`src/core/card_csc_consts.svh`:
```
// Offsets, field positions, reset values for the status-change block
`ifndef CARD_CSC_CONSTS_SVH
`define CARD_CSC_CONSTS_SVH

// ==========================================================================
// Register offsets
`define SOCK_OFS_FLAGS 12'h804
`define SOCK_OFS_CFG 12'h805
`define SOCK_OFS_WIN 12'h806
`define LEGACY_IDX_FLAGS 8'h04
`define LEGACY_IDX_CFG 8'h05
`define LEGACY_IDX_WIN 8'h06

// ==========================================================================
// Reset values
`define CFG_RESET 8'h00
`define WIN_RESET 8'h00
`define FLAGS_RESET 4'h0

// ==========================================================================
// Configuration register fields
`define CFG_SELECT_MSB 7
`define CFG_SELECT_LSB 4
`define CFG_BIT_CARD_DETECT 3
`define CFG_BIT_READY 2
`define CFG_BIT_BATT_WARN 1
`define CFG_BIT_BATT_DEAD 0
`define SELECT_NONE 4'h0
`define SELECT_SMI 4'h2

// ==========================================================================
// Window enable register fields
`define WIN_BIT_IO1 7
`define WIN_BIT_IO0 6
`define WIN_BIT_RSVD 5
`define WIN_MEM_MSB 4
`define WIN_WRITE_MASK 8'hDF

`endif

```
`src/core/card_csc_pkg.sv`:
```
// Types shared by the status-change block, its checker and the bench
`default_nettype none
package card_csc_pkg;

  // ========================================================================
  // Register access request
  typedef struct packed {
    logic rd;
    logic wr;
    logic [11:0] addr;
    logic [7:0] wdata;
  } reg_req_s;

  // ========================================================================
  // Window hit vector of one host cycle
  typedef struct packed {
    logic valid;
    logic [1:0] io;
    logic [4:0] mem;
  } cycle_hit_s;

  // ========================================================================
  // Register selected by an access
  typedef enum logic [1:0] {
    SEL_NONE = 2'b00,
    SEL_FLAGS = 2'b01,
    SEL_CFG = 2'b10,
    SEL_WIN = 2'b11
  } reg_sel_e;

endpackage : card_csc_pkg
`default_nettype wire

```
`src/core/card_csc_flags.sv`:
```
// Sticky status-change flags with enable masking and two clear modes
`timescale 1ns/1ps
`default_nettype none
`include "card_csc_consts.svh"

module card_csc_flags (
  // Clock and reset
  input wire logic mclk,
  input wire logic rst_n,
  // Sources and masks
  input wire logic [3:0] setEvt,
  input wire logic [3:0] enable,
  // Clearing
  input wire logic clearByWrite,
  input wire logic rdStrobe,
  input wire logic wrStrobe,
  input wire logic [3:0] wrData,
  // State
  output var logic [3:0] flags
);

  // ========================================================================
  // One flag per source
  genvar i;
  generate
    for (i = 0; i < 4; i = i + 1) begin : gFlag
      logic clr;
      assign clr = clearByWrite ? (wrStrobe & wrData[i]) : rdStrobe;
      always_ff @(posedge mclk or negedge rst_n) begin
        if (!rst_n) begin
          flags[i] <= 1'b0;
        end else if (!enable[i]) begin
          flags[i] <= 1'b0;
        end else if (setEvt[i]) begin
          flags[i] <= 1'b1;
        end else if (clr) begin
          flags[i] <= 1'b0;
        end
      end
    end
  endgenerate

endmodule : card_csc_flags
`default_nettype wire

```
`src/core/card_csc_irq_and_window_enable.sv`:
```
// Status-change interrupt configuration and card window enable registers
`timescale 1ns/1ps
`default_nettype none
`include "card_csc_consts.svh"

// Function
// - Select field bits 7-4 routes the combined interrupt: 0 none, 2 SMI, n IRQn.
// - With the diagnostic bit clear the select field routes and PCI-route is ignored.
// - A change on either card-detect pin raises an interrupt only while bit 3 is set.
// - A rising card ready edge raises an interrupt only while bit 2 is set.
// - A battery warning raises an interrupt only while bit 1 is set.
// - Battery dead, or status-change pin on an I/O card, needs bit 0 set.
// - The configuration register sits at 805h and index 05h, resetting to 00h.
// - All windows come out of reset disabled, window register reads 00h.
// - A host cycle to a window with its enable clear is never claimed.
// - Bit 7 enables I/O window 1 and bit 6 enables I/O window 0.
// - Bits 0 to 4 enable memory windows 0 to 4 individually.
// - Bit 5 of the window register is read-only and reads 0.
// - The window register sits at 806h and index 06h.
// - With the diagnostic bit and PCI-route both set, status-change interrupts go to the PCI interrupt.
// - A flag whose source is disabled clears on the clock after its enable bit clears, and reads 0 from then on.
// - Flags clear on read or on write of 1, as the clear mode input picks.
module card_csc_irq_and_window_enable (
  // Clock and reset
  input wire logic mclk,
  input wire logic rst_n,
  // Socket register space access
  input wire card_csc_pkg::reg_req_s sockReq,
  // Legacy index access
  input wire card_csc_pkg::reg_req_s legacyReq,
  // Read answer
  output var logic [7:0] rdData,
  output var logic rdValid,
  // Card pins
  input wire logic cardDetectPinA_n,
  input wire logic cardDetectPinB_n,
  input wire logic cardReady,
  input wire logic batteryWarn,
  input wire logic batteryDead,
  input wire logic cardStatusChangePin_n,
  input wire logic cardIsIo,
  // Control bits held elsewhere
  input wire logic diagStatusChangeRoute,
  input wire logic statusChangePciRoute,
  input wire logic flagClearByWrite,
  // Host cycle claim
  input wire card_csc_pkg::cycle_hit_s cycleHit,
  output var logic cycleClaim,
  // Window enables
  output var logic [7:0] windowEnable,
  // Interrupt outputs
  output var logic [15:0] legacyIrq,
  output var logic smiIrq,
  output var logic pciIrq
);

  // ========================================================================
  // Registers
  logic [7:0] cfg_reg;
  logic [7:0] win_reg;
  logic [3:0] flags;
  logic cdA_reg;
  logic cdB_reg;
  logic ready_reg;
  logic warn_reg;
  logic dead_reg;
  logic [3:0] evt_reg;
  logic [3:0] evt_next;

  // ========================================================================
  // Access arbitration and decode
  card_csc_pkg::reg_req_s acc;
  card_csc_pkg::reg_sel_e sel;
  logic fromSock;

  assign fromSock = sockReq.rd | sockReq.wr;
  assign acc = fromSock ? sockReq : legacyReq;

  always_comb begin
    sel = card_csc_pkg::SEL_NONE;
    if (fromSock) begin
      unique case (acc.addr)
        `SOCK_OFS_FLAGS: sel = card_csc_pkg::SEL_FLAGS;
        `SOCK_OFS_CFG: sel = card_csc_pkg::SEL_CFG;
        `SOCK_OFS_WIN: sel = card_csc_pkg::SEL_WIN;
        default: sel = card_csc_pkg::SEL_NONE;
      endcase
    end else begin
      unique case (acc.addr[7:0])
        `LEGACY_IDX_FLAGS: sel = card_csc_pkg::SEL_FLAGS;
        `LEGACY_IDX_CFG: sel = card_csc_pkg::SEL_CFG;
        `LEGACY_IDX_WIN: sel = card_csc_pkg::SEL_WIN;
        default: sel = card_csc_pkg::SEL_NONE;
      endcase
    end
  end

  logic wrCfg;
  logic wrWin;
  logic wrFlags;
  logic rdFlags;

  assign wrCfg = acc.wr && (sel == card_csc_pkg::SEL_CFG);
  assign wrWin = acc.wr && (sel == card_csc_pkg::SEL_WIN);
  assign wrFlags = acc.wr && (sel == card_csc_pkg::SEL_FLAGS);
  assign rdFlags = acc.rd && (sel == card_csc_pkg::SEL_FLAGS);

  // ========================================================================
  // Configuration register
  always_ff @(posedge mclk or negedge rst_n) begin
    if (!rst_n) begin
      cfg_reg <= `CFG_RESET;
    end else if (wrCfg) begin
      cfg_reg <= acc.wdata;
    end
  end

  // ========================================================================
  // Window enable register
  always_ff @(posedge mclk or negedge rst_n) begin
    if (!rst_n) begin
      win_reg <= `WIN_RESET;
    end else if (wrWin) begin
      win_reg <= acc.wdata & `WIN_WRITE_MASK;
    end
  end

  always_ff @(posedge mclk or negedge rst_n) begin
    if (!rst_n) begin
      windowEnable <= `WIN_RESET;
    end else begin
      windowEnable <= win_reg;
    end
  end

  // ========================================================================
  // Read answer
  logic [7:0] rdData_next;

  always_comb begin
    rdData_next = 8'h00;
    unique case (sel)
      card_csc_pkg::SEL_FLAGS: rdData_next = {4'h0, flags};
      card_csc_pkg::SEL_CFG: rdData_next = cfg_reg;
      card_csc_pkg::SEL_WIN: rdData_next = win_reg;
      card_csc_pkg::SEL_NONE: rdData_next = 8'h00;
    endcase
  end

  always_ff @(posedge mclk or negedge rst_n) begin
    if (!rst_n) begin
      rdValid <= 1'b0;
    end else begin
      rdValid <= acc.rd;
    end
  end

  always_ff @(posedge mclk or negedge rst_n) begin
    if (!rst_n) begin
      rdData <= 8'h00;
    end else if (acc.rd) begin
      rdData <= rdData_next;
    end
  end

  // ========================================================================
  // Pin history
  always_ff @(posedge mclk or negedge rst_n) begin
    if (!rst_n) begin
      cdA_reg <= 1'b1;
      cdB_reg <= 1'b1;
    end else begin
      cdA_reg <= cardDetectPinA_n;
      cdB_reg <= cardDetectPinB_n;
    end
  end

  always_ff @(posedge mclk or negedge rst_n) begin
    if (!rst_n) begin
      ready_reg <= 1'b0;
      warn_reg <= 1'b0;
    end else begin
      ready_reg <= cardReady;
      warn_reg <= batteryWarn;
    end
  end

  always_ff @(posedge mclk or negedge rst_n) begin
    if (!rst_n) begin
      dead_reg <= 1'b0;
    end else begin
      dead_reg <= cardIsIo ? ~cardStatusChangePin_n : batteryDead;
    end
  end

  // ========================================================================
  // Source events
  logic deadNow;

  assign deadNow = cardIsIo ? ~cardStatusChangePin_n : batteryDead;

  always_comb begin
    evt_next = 4'h0;
    evt_next[`CFG_BIT_CARD_DETECT] = (cardDetectPinA_n ^ cdA_reg)
      | (cardDetectPinB_n ^ cdB_reg);
    evt_next[`CFG_BIT_READY] = ~cardIsIo & cardReady & ~ready_reg;
    evt_next[`CFG_BIT_BATT_WARN] = ~cardIsIo & batteryWarn
      & ~warn_reg;
    evt_next[`CFG_BIT_BATT_DEAD] = deadNow & ~dead_reg;
  end

  always_ff @(posedge mclk or negedge rst_n) begin
    if (!rst_n) begin
      evt_reg <= 4'h0;
    end else begin
      evt_reg <= evt_next;
    end
  end

  // ========================================================================
  // Flag store
  card_csc_flags uFlags (
    .mclk(mclk),
    .rst_n(rst_n),
    .setEvt(evt_reg),
    .enable(cfg_reg[`CFG_BIT_CARD_DETECT:`CFG_BIT_BATT_DEAD]),
    .clearByWrite(flagClearByWrite),
    .rdStrobe(rdFlags),
    .wrStrobe(wrFlags),
    .wrData(acc.wdata[3:0]),
    .flags(flags)
  );

  // ========================================================================
  // Interrupt routing
  logic anyFlag;
  logic toPci;
  logic [3:0] select;

  assign anyFlag = |flags;
  assign toPci = diagStatusChangeRoute & statusChangePciRoute;
  assign select = cfg_reg[`CFG_SELECT_MSB:`CFG_SELECT_LSB];

  always_ff @(posedge mclk or negedge rst_n) begin
    if (!rst_n) begin
      pciIrq <= 1'b0;
    end else begin
      pciIrq <= toPci & anyFlag;
    end
  end

  always_ff @(posedge mclk or negedge rst_n) begin
    if (!rst_n) begin
      smiIrq <= 1'b0;
    end else begin
      smiIrq <= ~toPci & anyFlag & (select == `SELECT_SMI);
    end
  end

  logic selectLegacy;

  assign selectLegacy = anyFlag && !toPci && select != `SELECT_NONE
    && select != `SELECT_SMI;

  genvar n;
  generate
    for (n = 0; n < 16; n = n + 1) begin : gIrq
      always_ff @(posedge mclk or negedge rst_n) begin
        if (!rst_n) begin
          legacyIrq[n] <= 1'b0;
        end else begin
          legacyIrq[n] <= selectLegacy && (select == 4'(n));
        end
      end
    end
  endgenerate

  // ========================================================================
  // Host cycle claim
  logic [7:0] hitVec;
  logic [7:0] winHit;

  assign hitVec = {cycleHit.io, 1'b0, cycleHit.mem};

  genvar w;
  generate
    for (w = 0; w < 8; w = w + 1) begin : gWin
      assign winHit[w] = hitVec[w] & win_reg[w];
    end
  endgenerate

  always_ff @(posedge mclk or negedge rst_n) begin
    if (!rst_n) begin
      cycleClaim <= 1'b0;
    end else begin
      cycleClaim <= cycleHit.valid & (|winHit);
    end
  end

endmodule : card_csc_irq_and_window_enable
`default_nettype wire

```
`config.mk`:
```
export PLATFORM = sky130hd
export DESIGN_NAME = card_csc_irq_and_window_enable
export DESIGN_NICKNAME = d
export VERILOG_FILES = /design/src/core/card_csc_pkg.sv /design/src/core/card_csc_flags.sv /design/src/core/card_csc_irq_and_window_enable.sv
export VERILOG_INCLUDE_DIRS = /design/src /design/src/core
export SDC_FILE = /design/constraint.sdc
export NUM_CORES = 1
export LEC_CHECK = 0
export ABC_CLOCK_PERIOD_IN_PS = 2000
export BUFFER_PORTS_ARGS = -buffer_cell sky130_fd_sc_hd__clkbuf_2
export CAP_MARGIN = 0
export CELL_PAD_IN_SITES_DETAIL_PLACEMENT = 1
export CELL_PAD_IN_SITES_GLOBAL_PLACEMENT = 2
export CORE_MARGIN = 2
export CORE_UTILIZATION = 32
export CTS_CLUSTER_SIZE = 20
export DETAILED_ROUTE_END_ITERATION = 10
export PLACE_DENSITY_LB_ADDON = 0.1
export SLEW_MARGIN = 20
export SYNTH_ARGS = -nofsm -noshare
export SYNTH_HDL_FRONTEND = slang
export SYNTH_SLANG_ARGS = --single-unit
export TNS_END_PERCENT = 20
```
`constraint.sdc`:
```
create_clock -name mclk -period 2 [get_ports mclk]
set_input_delay 0.1 -clock mclk [delete_from_list [all_inputs] [get_ports mclk]]
set_output_delay 0.1 -clock mclk [all_outputs]
set_load 0.02 [all_outputs]
```
## After elaboration in Yosys (flattened, before gate mapping)

Cells that the tools add are included.

- Output and inout bits: 36
- Bits in registers: 63
- Logic and storage cells: 145
- Bits of input ports: 64

- Bitwise logic cells: 31
- Multiplexer cells: 22
- Equal/unequal tests: 29
- Reductions and logical operators: 29

Operator list:

| kind | count |
|---|---|
| 12-bit equality test, second input constant | 3 |
| 4-bit equality test, second input constant | 8 |
| 8-bit case mux with 4 select lines | 1 |
| 8-bit by 3-bit equality test with 1-bit output, second input constant | 3 |
| 1-bit logical AND | 23 |
| 22-bit 2-to-1 mux | 1 |
| 1-bit bitwise AND | 21 |
| 1-bit 2-to-1 mux | 17 |
| 4-bit by 3-bit equality test with 1-bit output, second input constant | 4 |
| 3-bit by 1-bit != test with 1-bit output, second input constant | 4 |
| 2-bit case mux with 3 select lines | 2 |
| 4-bit by 2-bit equality test with 1-bit output, second input constant | 2 |
| 7-bit OR reduction | 1 |
| 1-bit inverter | 6 |
| 2-bit equality test, second input constant | 2 |
| 4-bit by 1-bit equality test with 1-bit output, second input constant | 1 |
| 4-bit logical NOT | 1 |
| 4-bit by 2-bit != test with 1-bit output, second input constant | 1 |
| 4-bit nonzero test | 1 |
| 4-bit OR reduction | 1 |
| 2-bit by 1-bit equality test with 1-bit output, second input constant | 1 |
| 2-bit logical NOT | 1 |
| 2-bit 2-to-1 mux | 1 |
| 1-bit OR | 2 |
| other kinds (2) | 3 |

## Depth between registers and ports, before layout

- Word-level depth: 12
- Gate-level depth with buffers: 7

## Hierarchy

A second synthesis with hierarchy kept.

- Cells, all modules: 198
- Area total of the unflattened synthesis: 2,626.3 sq um

By module, submodules not included:

| module | seq. area each (sq um) | area each (sq um) | cells an instance | instances |
|---|---|---|---|---|
| card_csc_irq_and_window_enable | 1,478.9 | 2,407.3 | 177 | 1 |
| card_csc_flags | 100.1 | 219.0 | 21 | 1 |

## Worst setup path before layout

No wires, ideal clock.

- Path kind: input port to flip-flop
- From: input port sockReq[16] (netlist bit)
- To: register cfg_reg[0]
- Library setup time: 125 ps
- Buffers on the path: 1
- Arrival: 1,658 ps
- Setup slack: 217 ps
- Stages on the path: 5
- Path through: or4b_2 o2bb2ai_1 and3_1 buf_4 mux2_2

- Word-level cells in the longest chain between the ends: 6
- Elaborated cells between the ends (all ways): 8
- Classes of those cells: 4 x eq/ne; 3 x mux; 1 x reduce/logical

Ends and longest elaborated chain:

| item | line | text |
|---|---|---|
| start: declaration | card_csc_irq_and_window_enable.sv:28 | `input wire card_csc_pkg::reg_req_s sockReq,` |
| 22-bit 2-to-1 mux * | card_csc_irq_and_window_enable.sv:77 | `assign acc = fromSock ? sockReq : legacyReq;` |
| 12-bit equality test | card_csc_irq_and_window_enable.sv:82 | `unique case (acc.addr)` |
| 2-bit case mux with 3 select lines * | card_csc_irq_and_window_enable.sv:82 |  |
| 2-bit 2-to-1 mux * | card_csc_irq_and_window_enable.sv:81 | `if (fromSock) begin` |
| 2-bit equality test * | card_csc_irq_and_window_enable.sv:103 | `assign wrCfg = acc.wr && (sel == card_csc_pkg::SEL_CFG);` |
| 1-bit logical AND * | card_csc_irq_and_window_enable.sv:103 |  |
| end signal: assignment | card_csc_irq_and_window_enable.sv:112 | `` cfg_reg <= `CFG_RESET; `` |
| end signal: assignment | card_csc_irq_and_window_enable.sv:114 | `cfg_reg <= acc.wdata;` |
| end: declaration | card_csc_irq_and_window_enable.sv:59 | `logic [7:0] cfg_reg;` |

Every way passes the cells marked *; elsewhere a longest branch is shown, timed or not.
A chain may end at the register's enable or synchronous reset.

## Worst setup path after layout

- From: input port sockReq[16] (netlist bit)
- To: register cfg_reg[2]

Same word-level chain as after synthesis.

==> impl_metrics.csv <==
group,metric,value,unit
worst_setup_path,timing.rr.start,"uFlags.flags[3]",
timing,worst_slew_pin_slew,0.524,ns
route,firstDrtPassIters,4,
worst_setup_path,crit_path_start_kind,"primary input",
synthesis,yosys.area_share.simple,12.9,%
route,ant_nets,0,
finish,area_growth,40.0,%
global_route,antenna_found_initial,0,
floorplanning,initial_core_util,33.1,%
global_route,grt_pass1_vias,2204,
floorplanning,die_w,93.7,um
route,via_per_inst,4.58,
floorplanning,dieArea,8780,um2
timing,hold_viol_final,0,
synthesis,synth_top_family_by_area,"simple AND/OR/NAND/NOR gates",
worst_setup_path,worstPathArrival,1.86,ns
route,drtIter0Drc,68,
place,dpl_cell_area,3290,um2
worst_setup_path,crit_path_end_kind,"register",
min_path,worstHoldStart,"sockReq[5]",
synthesis,synthMuxAreaShare,12.7,%
finish,final_cells,445,
worst_setup_path,crit_type,"in2reg",
synthesis,ys_seq_area_share,61.4,%
synthesis,async_flop_share,100,%
synthesis,synth_cells,208,
finish,final_common_cell,"clkbuf_2",
timing,relSlewSlack,64.8,%
global_route,grt_pass1_wl,11.0,mm
place,dp.cells,419,
job,maxCapViolations,0,
route,vias,2040,
worst_setup_path,critPathMaxFanout,6,
global_route,grt.overflow.total,0,
clock_network,cts_max_path_buffers,2,
clock_network,cts_resized,0,
clock_network,path_clk_slew,0.08,ns
synthesis,synth_compound_area_share,8.41,%
worst_setup_path,cp-startpoint,"sockReq[16]",
floorplanning,core_area,7770,um2
floorplanning,io_pins,100,
pwr,power.total,2.73,mW
timing,rsz0062_at_grt,"false",
worst_setup_path,reg2reg_depth,5,
finish,antenna_cells,0,
worst_setup_path,regToRegSetupSlack,0.37,ns
clock_network,clk_latency,0.33,ns
route,drt-wirelength-per-cell,15.2,um
timing,fmax,0.607,GHz
finish,largest_reg_flops,16,
worst_setup_path,worst_ep_required_time,2.21,ns
floorplanning,die_h,93.7,um
route,drc,0,
timing,tns,0,ns
clock_network,numCtsBuffers,9,
synthesis,ys_warn_count,0,
place,dpl.hpwl,5.00,mm
global_route,grt_max_degree,64,
pwr,power_density,758,nW/um2
place,port_buffers,94,
worst_setup_path,r2r-end,"legacyIrq[10]",
clock_network,cts.htree.levels,3,
pwr,vdd_drop_max,0.000419,V
timing,fin_crit_sh,82.4,%
finish,final_area,3600,um2
timing,drv_slew,0,
synthesis,synth_enable_flop_cells,0,
synthesis,syn-cell-area,2570,um2
worst_setup_path,crit_end,"cfg_reg[2]",
min_path,hold_path.class,"in2reg",
finish,layout-drive-gt1-share,45.8,%
timing,fin_crit,1.65,ns
route,wirelength,6.77,mm
finish,nets,402,
outcome,status,"completed",
finish,n_fill_cell,896,
global_route,globalRouteTotalUtil,16.3,%
synthesis,synthAdderAreaFrac,0,%
place,gp_congestion,0.773,
synthesis,synth_xor_area_share,1.36,%
floorplanning,rows,32,
clock_network,cts_root_buffer,"clkbuf_8",
timing,fin_skew,0.0101,ns
synthesis,syn_avg_cell_area,12.4,um2
clock_network,clkSinkCount,63,
timing,setup_viol,0,
synthesis,synthFlopType,"dfrtp_1",
synthesis,ys_ff_latch,63,
clock_network,cts_tree,"built",
finish,layout_common_cells,"93 x clkbuf_2, 61 x dfrtp_1, 21 x mux2_2, 18 x nor2_1",
pwr,p_leak,1.82,nW
synthesis,yosysUniqueCellTypes,40,
## where the power goes
| group | switching [mW] | internal (mW) | total (mW) |
|---|---|---|---|
| combinational | 0.115 | 0.117 | 0.232 |
| sequential | 0.0133 | 1.30 | 1.31 |
| clock | 0.535 | 0.655 | 1.19 |
| total | 0.663 | 2.07 | 2.73 |
## cells by family after synthesis
family	Yosys count
other	1
xor gates and xnor gates	4
buffers and inverters	17
AOI/OAI and AO/OA	28
and+or+nand+nor	65
muxes	30
DFF	63
## area by class of cell
| type | count | area [um2] | area share [%] |
|---|---|---|---|
| flip-flops and latches | 63 | 1580 | 43.8 |
| multi-input cells | 130 | 922 | 25.6 |
| repair buffers | 121 | 711 | 19.7 |
| clock buffers | 11 | 151 | 4.20 |
| well taps | 102 | 128 | 3.54 |
| clock inverters | 5 | 63.8 | 1.77 |
| inverters | 13 | 48.8 | 1.35 |
## critical path, stage by stage
cell and delay [ns]:
clkbuf_2 0.07, or4b_2 0.68, o2bb2ai_1 0.25, and3_1 0.23, buf_4 0.18, mux2_2 0.34
## repair_timing
action / in CTS / in global routing
hold buffers: 10 / 0
buffers inserted: 0 / 0
hold endpoints to repair: 71 / 0
## cells in the mapped netlist (all sizes together) (2+ instances only)
master	count	area (um2)
mux2i	9	90.1
xnor2	4	35.0
o21ai	5	28.8
a21oi	3	18.8
nor3	4	20.0
nor2b	3	18.8
nand2b	3	18.8
o221ai	4	35.0
nor3b	2	15.0
dfstp	2	52.6
a221oi	4	35.0
inv	13	48.8
buf	4	31.3
nand2	17	66.3
and3	2	12.5
or4b	2	23.8
o31ai	4	30.0
dfrtp	61	1530
nand3	4	20.0
a22oi	2	15.0
and2	4	25.0
nor4	3	18.8
nor2	18	67.6
mux2	21	236
## stage by stage
| step | hold slack (ns) | setup WS, ns | utilization [%] |
|---|---|---|---|
| 2_1_floorplan | -0.196 | 0.217 | - |
| 3_3_place_gp | 0.137 | 0.0292 | 42.3 |
| 3_5_place_dp | 0.141 | 0.00126 | 42.3 |
| 4_1_cts | 0.0302 | 0.333 | 46.4 |
| 5_1_grt | 0.0798 | 0.233 | 46.4 |
| 6_report | 0.0712 | 0.352 | 46.4 |
## how the worst min path moves through the flow
| stage | endpoint | slack [ns] | depth (start not counted) |
|---|---|---|---|
| floorplan | cfg_reg[0] | -0.20 | 0 |
| global placement | rdValid | 0.14 | 2 |
| detailed placement | rdValid | 0.14 | 2 |
| CTS | dead_reg | 0.03 | 3 |
| global route | dead_reg | 0.08 | 3 |
| finish | cfg_reg[5] | 0.07 | 3 |
## routing by layer
metal | vias to the layer above | global-route usage [%] | share of wire (%)
met1 | 996 | 21.2 | 44
met4 | 0 | 3.26 | 0.27
met5 | - | 0 | 0
met3 | 2 | 4.25 | 5.1
met2 | 53 | 27.7 | 50
li1 | 989 | - | -
Note: power is estimated with default switching activity, not from simulation.
